**config.mk**
```make
export PLATFORM = sky130hd
export DESIGN_NAME = watchdog_timer
export DESIGN_NICKNAME = d
export VERILOG_FILES = /design/src/hw/dog_pkg.sv /design/src/hw/dog_prescaler.sv /design/src/hw/watchdog_timer.sv
export SDC_FILE = /design/constraint.sdc
export NUM_CORES = 1
export LEC_CHECK = 0
export BUFFER_PORTS_ARGS = -buffer_cell sky130_fd_sc_hd__buf_4
export CAP_MARGIN = 20
export CELL_PAD_IN_SITES_DETAIL_PLACEMENT = 2
export CELL_PAD_IN_SITES_GLOBAL_PLACEMENT = 2
export CORE_MARGIN = 2
export CORE_UTILIZATION = 32
export CTS_CLUSTER_DIAMETER = 50
export DETAILED_ROUTE_END_ITERATION = 12
export HOLD_SLACK_MARGIN = 0.1
export PLACE_DENSITY = 0.87
export SKIP_LAST_GASP = 1
export SLEW_MARGIN = 0
export SYNTH_ARGS = -nofsm -noshare
export SYNTH_HDL_FRONTEND = slang
export SYNTH_SLANG_ARGS = --single-unit
export TNS_END_PERCENT = 30
```
**constraint.sdc**
```tcl
create_clock -name aclk -period 3.1 [get_ports aclk]
set_input_delay 0.465 -clock aclk [delete_from_list [all_inputs] [get_ports aclk]]
set_output_delay 0.465 -clock aclk [all_outputs]
set_load 0.01 [all_outputs]
```
**src/hw/dog_pkg.sv**
```systemverilog
package dog_pkg;

    // ----------------------------------------------------------------
    // register map, word indices inside the control frame
    // ----------------------------------------------------------------
    // frame base as seen by software, kept for address documentation
    localparam logic [15:0] FRAME_BASE       = 16'h7020;
    // index of each register inside the frame; byte address = 4 * index
    localparam logic [5:0]  IDX_COUNTER      = 6'h03;
    localparam logic [5:0]  IDX_SERVICE_KEY  = 6'h05;
    localparam logic [5:0]  IDX_CONTROL      = 6'h09;
    localparam logic [5:0]  IDX_SYS_CTRL_TWO = 6'h0a;
    localparam logic [5:0]  IDX_IRQ_STATUS   = 6'h0b;
    localparam logic [5:0]  IDX_IRQ_MASK     = 6'h0c;
    localparam int          ADDR_W           = 8;

    // ----------------------------------------------------------------
    // control register fields
    // ----------------------------------------------------------------
    localparam int          CTL_FLAG_BIT     = 7;     // reset-caused-by-dog flag
    localparam int          CTL_DIS_BIT      = 6;
    localparam int          CTL_CHK_LSB      = 3;
    localparam logic [2:0]  CTL_CHK_PATTERN  = 3'h5;  // check bits 101
    localparam logic [2:0]  CTL_PS_RESET     = 3'h0;  // fastest rate
    localparam int          SCS2_DIS_BIT     = 5;     // disable permit bit

    // ----------------------------------------------------------------
    // service key values and interrupt status bits
    // ----------------------------------------------------------------
    localparam logic [7:0]  KEY_ARM          = 8'h55;
    localparam logic [7:0]  KEY_CLEAR        = 8'haa;
    localparam int          IRQ_BAD_KEY      = 0;
    localparam int          IRQ_BAD_CHECK    = 1;
    localparam int          IRQ_OVERFLOW     = 2;
    localparam int          IRQ_SERVICED     = 3;

    // ----------------------------------------------------------------
    // timing
    // ----------------------------------------------------------------
    localparam int          BASE_DIV         = 512;
    localparam int          CLK_HZ           = 20000000;
    localparam int          RST_PULSE_NS     = 400;
    localparam int          RST_PULSE_CYC    = (RST_PULSE_NS * (CLK_HZ / 1000000) + 999) / 1000;

    // ----------------------------------------------------------------
    // axi responses
    // ----------------------------------------------------------------
    localparam logic [1:0]  RESP_OKAY        = 2'h0;
    localparam logic [1:0]  RESP_SLVERR      = 2'h2;

endpackage

```
**src/hw/dog_prescaler.sv**
```systemverilog
`timescale 1ns/1ns
// ----------------------------------------------------------------
// base divider and selectable prescaler, one tick per rate period
// ----------------------------------------------------------------
module dog_prescaler #(
    parameter int BASE_DIV = 512
) (
    // clock and reset
    input  wire logic       aclk,
    input  wire logic       aresetn,
    // control
    input  wire logic       clear,
    input  wire logic [2:0] sel,
    // output
    output logic            tick
);
    typedef struct packed {
        logic [15:0] base_cnt;
        logic [5:0]  pre_cnt;
    } state_t;

    state_t state_q;
    state_t state_d;
    logic   base_tick;
    logic   [5:0] pre_max;

    // elaboration check: the base counter is only 16 bits wide
    if (BASE_DIV < 2 || BASE_DIV > 65536)
    begin : g_bad_div
        $error("dog_prescaler: BASE_DIV out of range");
    end

    // prescale table: 00x by 1, then doubling to 64
    always_comb
    begin
        unique case (sel)
            3'h0, 3'h1: pre_max = 6'h00;
            3'h2:       pre_max = 6'h01;
            3'h3:       pre_max = 6'h03;
            3'h4:       pre_max = 6'h07;
            3'h5:       pre_max = 6'h0f;
            3'h6:       pre_max = 6'h1f;
            3'h7:       pre_max = 6'h3f;
        endcase
    end

    assign base_tick = (state_q.base_cnt == 16'(BASE_DIV - 1));
    assign tick      = base_tick && (state_q.pre_cnt >= pre_max);

    // a service clears both stages so a full period follows it
    always_comb
    begin
        state_d = state_q;
        if (clear)
        begin
            state_d.base_cnt = 16'h0000;
            state_d.pre_cnt  = 6'h00;
        end
        else if (base_tick)
        begin
            state_d.base_cnt = 16'h0000;
            state_d.pre_cnt  = tick ? 6'h00 : state_q.pre_cnt + 6'h01;
        end
        else
            state_d.base_cnt = state_q.base_cnt + 16'h0001;
    end

    always_ff @(posedge aclk)
    begin
        if (!aresetn)
            state_q <= '0;
        else
            state_q <= state_d;
    end
endmodule // dog_prescaler

```
**src/hw/watchdog_timer.sv**
```systemverilog
`timescale 1ns/1ns
module watchdog_timer #(
    parameter int CNT_W = 8
) (
    // clock and reset
    input  wire logic        aclk,
    input  wire logic        aresetn,
    // axi4-lite write address
    input  wire logic [7:0]  s_axi_awaddr,
    input  wire logic        s_axi_awvalid,
    output logic             s_axi_awready,
    // axi4-lite write data
    input  wire logic [31:0] s_axi_wdata,
    input  wire logic [3:0]  s_axi_wstrb,
    input  wire logic        s_axi_wvalid,
    output logic             s_axi_wready,
    // axi4-lite write response
    output logic [1:0]       s_axi_bresp,
    output logic             s_axi_bvalid,
    input  wire logic        s_axi_bready,
    // axi4-lite read address
    input  wire logic [7:0]  s_axi_araddr,
    input  wire logic        s_axi_arvalid,
    output logic             s_axi_arready,
    // axi4-lite read data
    output logic [31:0]      s_axi_rdata,
    output logic [1:0]       s_axi_rresp,
    output logic             s_axi_rvalid,
    input  wire logic        s_axi_rready,
    // system side
    output logic             dog_reset_req,
    output logic             irq
);
    // ----------------------------------------------------------------
    // state
    // ----------------------------------------------------------------
    typedef struct packed {
        logic             aw_held;
        logic [7:0]       aw_addr;
        logic             w_held;
        logic [7:0]       w_data;
        logic             w_lane0;
        logic             bvalid;
        logic [1:0]       bresp;
        logic             rvalid;
        logic [1:0]       rresp;
        logic [7:0]       rdata;
        logic [CNT_W-1:0] count;
        logic             armed;
        logic [2:0]       ps_sel;
        logic             dis_req;
        logic             flag;
        logic [7:0]       scs2;
        logic [3:0]       irq_stat;
        logic [3:0]       irq_mask;
        logic [7:0]       rst_cnt;
    } state_t;

    state_t state_q;
    state_t state_d;

    logic        tick;
    logic        svc_clear;
    logic        disabled;
    logic        wr_go;
    logic        rd_go;
    logic [5:0]  wr_idx;
    logic [5:0]  rd_idx;
    logic [3:0]  ev;
    logic        bad_key;
    logic        bad_chk;
    logic        overflow;
    logic        fault;
    logic        pre_clear;

    // elaboration checks on the parameter and on package values that the
    // read-back layout and the pulse counter hard-wire
    if (CNT_W < 2 || CNT_W > 16)
    begin : g_bad_cnt_w
        $error("watchdog_timer: CNT_W out of range");
    end
    if (dog_pkg::RST_PULSE_CYC < 1 || dog_pkg::RST_PULSE_CYC > 255)
    begin : g_bad_pulse
        $error("watchdog_timer: reset pulse length out of range");
    end
    if (dog_pkg::KEY_ARM == dog_pkg::KEY_CLEAR)
    begin : g_bad_keys
        $error("watchdog_timer: service key values must differ");
    end
    if (dog_pkg::CTL_CHK_LSB != 3 || dog_pkg::CTL_DIS_BIT != 6 || dog_pkg::CTL_FLAG_BIT != 7)
    begin : g_bad_fields
        $error("watchdog_timer: control read-back layout is fixed");
    end
    if (dog_pkg::ADDR_W != 8)
    begin : g_bad_addr_w
        $error("watchdog_timer: bus address ports are 8 bits");
    end

    // ----------------------------------------------------------------
    // prescaler
    // ----------------------------------------------------------------
    // a service or a fault restarts the prescaler, so a full period follows
    assign pre_clear = svc_clear || fault;

    dog_prescaler #(
        .BASE_DIV (dog_pkg::BASE_DIV)
    ) u_pre (
        .aclk    (aclk),
        .aresetn (aresetn),
        .clear   (pre_clear),
        .sel     (state_q.ps_sel),
        .tick    (tick)
    );

    // ----------------------------------------------------------------
    // bus decode
    // ----------------------------------------------------------------
    // a write goes when both halves are held and no response is pending
    assign wr_go  = state_q.aw_held && state_q.w_held && !state_q.bvalid;
    assign rd_go  = s_axi_arvalid && !state_q.rvalid;
    assign wr_idx = state_q.aw_addr[7:2];
    assign rd_idx = s_axi_araddr[7:2];

    assign s_axi_awready = !state_q.aw_held;
    assign s_axi_wready  = !state_q.w_held;
    assign s_axi_arready = !state_q.rvalid;
    assign s_axi_bvalid  = state_q.bvalid;
    assign s_axi_bresp   = state_q.bresp;
    assign s_axi_rvalid  = state_q.rvalid;
    assign s_axi_rresp   = state_q.rresp;
    assign s_axi_rdata   = {24'h000000, state_q.rdata};

    // disable honoured only with the permit bit set
    assign disabled  = state_q.dis_req && state_q.scs2[dog_pkg::SCS2_DIS_BIT];

    // ----------------------------------------------------------------
    // key and check evaluation
    // ----------------------------------------------------------------
    // arm key then clear key services; anything else is a fault
    always_comb
    begin
        bad_key   = 1'b0;
        svc_clear = 1'b0;
        bad_chk   = 1'b0;
        if (wr_go && wr_idx == dog_pkg::IDX_SERVICE_KEY && s_axi_wstrb_q0())
        begin
            if (state_q.w_data == dog_pkg::KEY_CLEAR && state_q.armed)
                svc_clear = 1'b1;
            else if (state_q.w_data != dog_pkg::KEY_ARM)
                bad_key = 1'b1;
        end
        if (wr_go && wr_idx == dog_pkg::IDX_CONTROL && s_axi_wstrb_q0())
            bad_chk = state_q.w_data[dog_pkg::CTL_CHK_LSB +: 3] != dog_pkg::CTL_CHK_PATTERN;
    end

    // low byte lane enable captured with the data
    function automatic logic s_axi_wstrb_q0();
        return state_q.w_lane0;
    endfunction

    // overflow on the tick that would wrap the counter
    assign overflow = tick && !disabled && (&state_q.count);
    assign fault    = bad_key || bad_chk || overflow;

    // status bits placed by their package index rather than by position
    always_comb
    begin
        ev                         = 4'h0;
        ev[dog_pkg::IRQ_BAD_KEY]   = bad_key;
        ev[dog_pkg::IRQ_BAD_CHECK] = bad_chk;
        ev[dog_pkg::IRQ_OVERFLOW]  = overflow;
        ev[dog_pkg::IRQ_SERVICED]  = svc_clear;
    end

    // ----------------------------------------------------------------
    // next state
    // ----------------------------------------------------------------
    always_comb
    begin
        state_d = state_q;
        // channel capture, either order
        if (s_axi_awvalid && !state_q.aw_held)
        begin
            state_d.aw_held = 1'b1;
            state_d.aw_addr = s_axi_awaddr;
        end
        if (s_axi_wvalid && !state_q.w_held)
        begin
            // upper lanes only: nothing stored, still answered with okay
            state_d.w_held  = 1'b1;
            state_d.w_lane0 = s_axi_wstrb[0];
            state_d.w_data  = s_axi_wdata[7:0];
        end
        if (state_q.bvalid && s_axi_bready)
            state_d.bvalid = 1'b0;
        if (state_q.rvalid && s_axi_rready)
            state_d.rvalid = 1'b0;

        // free-running count from release of reset
        if (tick && !disabled)
            state_d.count = state_q.count + 1'b1;

        // register writes
        if (wr_go)
        begin
            state_d.aw_held = 1'b0;
            state_d.w_held  = 1'b0;
            state_d.bvalid  = 1'b1;
            state_d.bresp   = dog_pkg::RESP_OKAY;
            // a write with lane 0 off changes nothing but is still answered
            if (state_q.w_lane0)
            begin
                unique case (wr_idx)
                    dog_pkg::IDX_SERVICE_KEY:
                        state_d.armed = (state_q.w_data == dog_pkg::KEY_ARM);
                    dog_pkg::IDX_CONTROL:
                        if (!bad_chk)
                        begin
                            state_d.dis_req = state_q.w_data[dog_pkg::CTL_DIS_BIT];
                            state_d.ps_sel  = state_q.w_data[2:0];
                            if (state_q.w_data[dog_pkg::CTL_FLAG_BIT])
                                state_d.flag = 1'b0;
                        end
                    dog_pkg::IDX_SYS_CTRL_TWO:
                        state_d.scs2 = state_q.w_data;
                    dog_pkg::IDX_IRQ_STATUS:
                        state_d.irq_stat = state_q.irq_stat & ~state_q.w_data[3:0];
                    dog_pkg::IDX_IRQ_MASK:
                        state_d.irq_mask = state_q.w_data[3:0];
                    dog_pkg::IDX_COUNTER:
                        state_d.bresp = dog_pkg::RESP_OKAY;
                    default:
                        state_d.bresp = dog_pkg::RESP_SLVERR;
                endcase
            end
        end
        if (svc_clear)
            state_d.count = '0;

        // reads of the frame
        if (rd_go)
        begin
            state_d.rvalid = 1'b1;
            state_d.rresp  = dog_pkg::RESP_OKAY;
            unique case (rd_idx)
                dog_pkg::IDX_COUNTER:      state_d.rdata = 8'(state_q.count);
                dog_pkg::IDX_SERVICE_KEY:  state_d.rdata = 8'h00;
                dog_pkg::IDX_CONTROL:
                    state_d.rdata = {state_q.flag, state_q.dis_req, dog_pkg::CTL_CHK_PATTERN, state_q.ps_sel};
                dog_pkg::IDX_SYS_CTRL_TWO: state_d.rdata = state_q.scs2;
                dog_pkg::IDX_IRQ_STATUS:   state_d.rdata = {4'h0, state_q.irq_stat};
                dog_pkg::IDX_IRQ_MASK:     state_d.rdata = {4'h0, state_q.irq_mask};
                default:
                begin
                    state_d.rdata = 8'h00;
                    state_d.rresp = dog_pkg::RESP_SLVERR;
                end
            endcase
        end

        // sticky events; set wins over the same-cycle clear
        state_d.irq_stat = state_d.irq_stat | ev;

        // fault: stretch a reset pulse, restart counter at fastest rate
        if (fault)
        begin
            state_d.rst_cnt = 8'(dog_pkg::RST_PULSE_CYC);
            state_d.flag    = 1'b1;
            state_d.count   = '0;
            state_d.armed   = 1'b0;
            state_d.ps_sel  = dog_pkg::CTL_PS_RESET;
            state_d.dis_req = 1'b0;
        end
        else if (state_q.rst_cnt != 8'h00)
            state_d.rst_cnt = state_q.rst_cnt - 8'h01;
    end

    // ----------------------------------------------------------------
    // registers
    // ----------------------------------------------------------------
    // reset state is already a running dog at the fastest rate
    always_ff @(posedge aclk)
    begin
        if (!aresetn)
            state_q <= '0;
        else
            state_q <= state_d;
    end

    // ----------------------------------------------------------------
    // system outputs
    // ----------------------------------------------------------------
    // the request stays high for the whole stretched pulse
    assign dog_reset_req = (state_q.rst_cnt != 8'h00);
    assign irq           = |(state_q.irq_stat & state_q.irq_mask);
endmodule // watchdog_timer

```
# Yosys cells after proc, flatten, opt, wreduce, memory -nomap -nowiden
# Memory sizes are Yosys's and may differ from the RTL's. A register that Yosys moved wholly into a read port is not among the register bits.
# Cells that the tools add are included.
dict set report totals {
  regBits 93
  romBits 48
  input_bits 59
  out_inout_bits 43
  elab_cells 126
  memories 1
}
dict set report classes {
  add_sub_neg 4
  order_cmp 1
  eq_ne 18
  mux 28
  bitwise_logic 6
  n_reduce_logical 46
}
# name words word_bits read_ports rd_ports_with_merged_regs write_ports line
set memory_table {}
lappend memory_table {{(no name shown)} 8 6 1 1 0 dog_prescaler.sv:36} ;# unique case (sel)
# op count
set op_table {}
lappend op_table {{6-bit by 4-bit == test with 1-bit output, second input constant} 8}
lappend op_table {{8-bit one-hot mux with 5 select lines} 1}
lappend op_table {{17-bit 2-to-1 mux} 2}
lappend op_table {{16-bit by 1-bit adder with 16-bit output, second input constant} 1}
lappend op_table {{16-bit by 9-bit == test with 1-bit output, second input constant} 1}
lappend op_table {{1-bit logical AND} 16}
lappend op_table {{4-bit 2-to-1 mux} 4}
lappend op_table {{2-bit nonzero test} 7}
lappend op_table {{6-bit by 2-bit == test with 1-bit output, second input constant} 2}
lappend op_table {{6-bit by 3-bit == test with 1-bit output, second input constant} 2}
lappend op_table {{1-bit 2-to-1 mux} 12}
lappend op_table {{6-bit OR reduction} 2}
lappend op_table {{11-bit 2-to-1 mux} 1}
lappend op_table {{3-bit 2-to-1 mux} 3}
lappend op_table {{3-bit AND reduction} 3}
lappend op_table {{8-bit by 1-bit adder with 8-bit output, second input constant} 1}
lappend op_table {{4-bit AND} 2}
lappend op_table {{8-bit by 7-bit == test with 1-bit output, second input constant} 1}
lappend op_table {{8-bit == test, second input constant} 1}
lappend op_table {{8-bit 2-to-1 mux} 1}
lappend op_table {{8-bit by 7-bit inequality test with 1-bit output, second input constant} 1}
lappend op_table {{8-bit AND reduction} 1}
lappend op_table {{8-bit nonzero test} 1}
lappend op_table {{8-bit by 1-bit subtractor with 8-bit output, second input constant} 1}
lappend op_table {{16 further kinds} 28}

# Logic depth before layout (Yosys ltp)
dict set report depth {
  ltp_word 10
  depth_mapped 9
  mapped_depth_nobuf 7
}

# Modules after synthesis
# From an unflattened synthesis, not the netlist that was laid out.
dict set report unflattened {
  cells_unflattened 517
  area_unflattened_um2 4604.4
}
# mod n_inst cells_each area_each_um2 seq_area_each_um2
set by_module_without_submodules {}
lappend by_module_without_submodules {watchdog_timer 1 386 3409.5 1341.3}
lappend by_module_without_submodules {dog_prescaler 1 131 1194.9 440.4}

# Worst setup path after synthesis
# Ideal clock, no wire load.
dict set report synth_path {
  kind {flip-flop to flip-flop}
  from {register u_pre.state_q[15] (netlist bit)}
  to {register state_q[28] (netlist bit)}
  setup_time_ps 138
  arrival_time_ps 2356
  t_required_ps 2962
  setup_slack_ps 606
  path_stages_with_launch 7
  n_path_buf 1
  period_less_slack_ps 2494
  path_cell_list {dfxtp_1 or4_1 or4_4 or4_4 o21ai_4 buf_6 nor3_1}
}
dict set report synth_between {
  elab_chain_len 6
}
# item line
set synth_lines {}
lappend synth_lines {{start: declaration} dog_prescaler.sv:22} ;# state_t state_q;
lappend synth_lines {{start signal: assignment} dog_prescaler.sv:73} ;# state_q <= state_d;
lappend synth_lines {{16-bit by 9-bit == test with 1-bit output} dog_prescaler.sv:47} ;# assign base_tick = (state_q.base_cnt == 16'(BASE_DIV - 1));
lappend synth_lines {{1-bit logical AND} dog_prescaler.sv:48} ;# assign tick = base_tick && (state_q.pre_cnt >= pre_max);
lappend synth_lines {{1-bit logical AND (2 in series)} watchdog_timer.sv:162} ;# assign overflow = tick && !disabled && (&state_q.count);
lappend synth_lines {{1-bit logical OR} watchdog_timer.sv:163} ;# assign fault = bad_key || bad_chk || overflow;
lappend synth_lines {{2-bit OR reduction (no line)} n/a}
lappend synth_lines {{end signal: assignment} watchdog_timer.sv:287} ;# state_q <= state_d;
lappend synth_lines {{end: declaration} watchdog_timer.sv:59} ;# state_t state_q;
# No other way between the ends.
# A chain may end at the register's enable or synchronous reset.

# Worst setup path after layout
dict set report layout_path {
  from {register u_pre.state_q[15] (netlist bit)}
  to {register state_q[25] (netlist bit)}
}
# The elaborated chain is that of the path after synthesis.

==> key figures <==
Synthesis
  • Synth async-reset ratio: 0%
  • Mapped Area: 4750 um2
  • Post-synth top area cell: dfxtp_1
  • Seq cells post-synth: 95
  • Compound-Gate Fraction of Synth Area: 13.5%
  • Simple-Gate Fraction of Synth Area: 25.3%
  • Post-Syn Instances: 547
  • Combinational family with the most area after synthesis: simple AND/OR/NAND/NOR gates
  • Post-synth EDFFs: 0
  • Avg Cell Area, Syn: 8.68 um2
  • Mux share of post-synthesis cell area: 5.56%
  • Yosys cell types: 60
  • Top cell type's share of synthesized area: 40.1%
  • Post-synthesis sequential area ratio: 40.1%
  • Top cells by area, synth: dfxtp_1 (40%), buf_4 (5.7%), mux2i_1 (4.8%)
  • Synth Area in Adders: 2.64%
  • Main synth FF type: dfxtp_1
  • Post-Synth XOR/XNOR Area: 3.69%
  • Synthesis warning total: 0

Min path
  • HP Class: input pin to register

STA
  • Worst-margin pin slew: 0.931 ns
  • Final max-slew violation count: 0
  • Final-report hold violation count: 0
  • Max-slew headroom: 37.6%
  • Final Critical Period: 2.87 ns
  • Fin crit share: 92.7%
  • Setup Skew: 0.00959 ns
  • Count of final setup violators: 0
  • Max Fclk: 0.348 GHz
  • Setup_tns: 0 ns
  • RSZ-0062 raised after global routing: false

Power
  • Pwr Density: 575 nW/um2
  • Sequential share of power: 43.5%
  • Comb power frac: 15.1%
  • Sw frac: 26.7%
  • Psw: 0.834 mW
  • Static leakage: 2.02 nW
  • Cell-internal power: 2.29 mW
  • Max VDD drop: 354 uV
  • Clock power frac: 41.3%

Floorplanning
  • Ports: 102
  • Core area: 14500 um2
  • Initial core utilization: 32.7%
  • Rows: 44
  • Chip height: 126 um
  • Full die area: 15800 um2
  • Die W: 126 um

Setup path
  • Crit path top cell by count: or4_4
  • Critical path's slowest cell: or4_4
  • R2R Setup Slk: 0.23 ns
  • Max incr delay on CP: 0.62 ns
  • Critical-path cell list: or4_1 -> or4_4 -> or4_4 -> o21ai_4 -> nor3_1
  • Worst-path maximum fanout: 18
  • Worst EP arrival: 3.09 ns
  • Endpoint class of the critical path: register
  • Startpoint type of the worst setup path: register
  • Setup CP Type: register to register
  • Worst Path Required: 3.32 ns

Global route
  • Global-route wire length before repair: 22700 um
  • Vias in the first global route: 4480
  • Global route overflow: 0
  • Largest net degree at the start of global routing: 51
  • Total Routing Usage GR: 17.6%
  • Initial antenna violation count: 0

Cells and area
  • Nets: 643
  • Final non-filler cell total: 763
  • Final instance area: 5440 um2
  • Share of layout cells above drive strength 1: 13.5%
  • Antenna cells: 0
  • Area Growth Syn to Fin: 14.5%

Drt
  • Final WL: 13600 um
  • Drt initial violations: 204
  • Post-detailed-route wirelength per cell: 17.9 um
  • Drc violations: 0
  • First-pass iteration count of the detailed router: 4
  • Final ANT Viol Nets: 0
  • Vias: 4057
  • Vias per Instance: 5.32

CTS
  • Num CTS Buffers: 9
  • Post-cts resize count: 0
  • H-tree Lvls: 3
  • Clk slew on worst S/H paths: 0.07 ns
  • Setup Buffers After CTS: 0
  • Clock Sinks: 95
  • Clk_lat worst skew: 0.36 ns
  • CTS tree: built
  • Cts hold-fix bufs: 0
  • Root Driver: clkbuf_16
  • Max clock buf depth: 2

Run status
  • Status: finished clean

Job
  • Max-cap violations: 0

Placement
  • Placed cell areas: 5090 um2
  • Port Buffers: 44
  • HPWL after DPL: 9710 um
  • Placer congestion estimate: 0.776
  • Placed cell count: 747
[layer usage]
layer  vias up  part of all wire [%]  global-route usage (%)
li1       1931                     -                       -
met1      2034                    41                    19.6
met2        72                    54                    33.2
met3        20                   3.6                    4.21
met4         0                   1.5                    5.11
met5         -                     0                       0
[stage by stage]
step                power, mW  util (%)  worst slack [ns]  hold WS (ns)
floorplan                1.74         -             0.606         0.430
global placement         1.82      35.0             0.318         0.452
detailed placement       1.86      35.0             0.239         0.458
CTS                      3.17      37.4             0.216         0.327
global route             3.27      37.4             0.122         0.340
finish                   3.12      37.4             0.228         0.328
[cell usage after synthesis, types with 2 or more instances]
| cell | instances |
|---|---|
| dfxtp_1 | 95 |
| nand2_1 | 51 |
| buf_4 | 36 |
| nor2_1 | 33 |
| nor2b_1 | 29 |
| nor3_1 | 28 |
| clkbuf_1 | 23 |
| mux2i_1 | 23 |
| a21oi_1 | 22 |
| nand3_1 | 18 |
| inv_1 | 17 |
| o21ai_0 | 17 |
| a21boi_0 | 14 |
| a211oi_1 | 11 |
| ha_1 | 10 |
| xnor2_1 | 10 |
| xor2_1 | 10 |
| and3_1 | 8 |
| or3_1 | 8 |
| nand4_1 | 7 |
| nor4_1 | 7 |
| nand2b_1 | 6 |
| or4_1 | 5 |
| a221oi_1 | 4 |
| a222oi_1 | 3 |
| a31oi_1 | 3 |
| and3b_1 | 3 |
| mux2_2 | 3 |
| nor4b_1 | 3 |
| o31a_1 | 3 |
| o31ai_1 | 3 |
| a22oi_1 | 2 |
| nand4b_1 | 2 |
| nand4bb_1 | 2 |
| nor4bb_1 | 2 |
| or4_4 | 2 |
[power groups by stage]
stage | Combinational (mW) | Clock (mW) | Sequential [mW]
after global routing | 0.536 | 1.37 | 1.37
final | 0.472 | 1.29 | 1.36
after floorplan | 0.373 | 0 | 1.36
after detailed placement | 0.476 | 0 | 1.39
after global placement | 0.437 | 0 | 1.38
after CTS | 0.482 | 1.32 | 1.36
[worst max-delay path, delay by kind of cell, from the launching register on]
| family | cells | cell delay [ns] |
|---|---|---|
| AND/OR/NAND/NOR | 4 | 1.94 |
| flip-flops | 1 | 0.34 |
| AO/OA/AOI/OAI | 1 | 0.44 |
[registers in the layout, summed over array words and instances, names as in the netlist]
register	count
s_axi_bresp	1
s_axi_rvalid	1
state_q	55
s_axi_bvalid	1
s_axi_rresp	1
s_axi_rdata	8
u_pre.pre_max	6
u_pre.state_q	22
[placed cells by master (no fill, tap or decap), types with 8 or more instances in the layout]
master     instances
nand3_1           18
a211oi_1          11
conb_1            26
or3_1              8
clkbuf_16          9
o21ai_0           17
buf_4             52
ha_1              10
nor3_1            28
dfxtp_1           95
and3_1             8
nor2_1            33
nor2b_1           29
xnor2_1           10
xor2_1            10
a21oi_1           22
inv_1             17
a21boi_0          14
nand2_1           51
mux2i_1           23
[area by class of cell]
type                    instances  area [um2]
multi-input cells             399        2500
well taps                     184         230
fillers                      1637        9100
repair buffers                 52         390
inverters                      17        63.8
clock buffers                   9         225
clock inverters                 7         119
flip-flops and latches         95        1900
[worst paths after layout]
path	startpoint	to	depth (start not counted)
max	u_pre.state_q[15]$_SDFF_PP0_	state_q[25]$_SDFFE_PP0N_	5
min	s_axi_awvalid	state_q[70]$_SDFFE_PP0P_	3
max reg2reg	u_pre.state_q[15]$_SDFF_PP0_	state_q[25]$_SDFFE_PP0N_	5
min reg2reg	s_axi_rdata[5]$_SDFFE_PN0P_	s_axi_rdata[5]$_SDFFE_PN0P_	2
[cell families (layout without fill, tap and decap cells)]
logic type,count (synthesis),count (layout)
other,1,26
DFF,95,95
buffers and inverters,78,85
adders and majority gates,10,10
muxes,26,26
AOI/OAI and AO/OA,94,94
and+or+nand+nor,223,223
xor gates and xnor gates,20,20
Power figures use the tool's default switching activity.
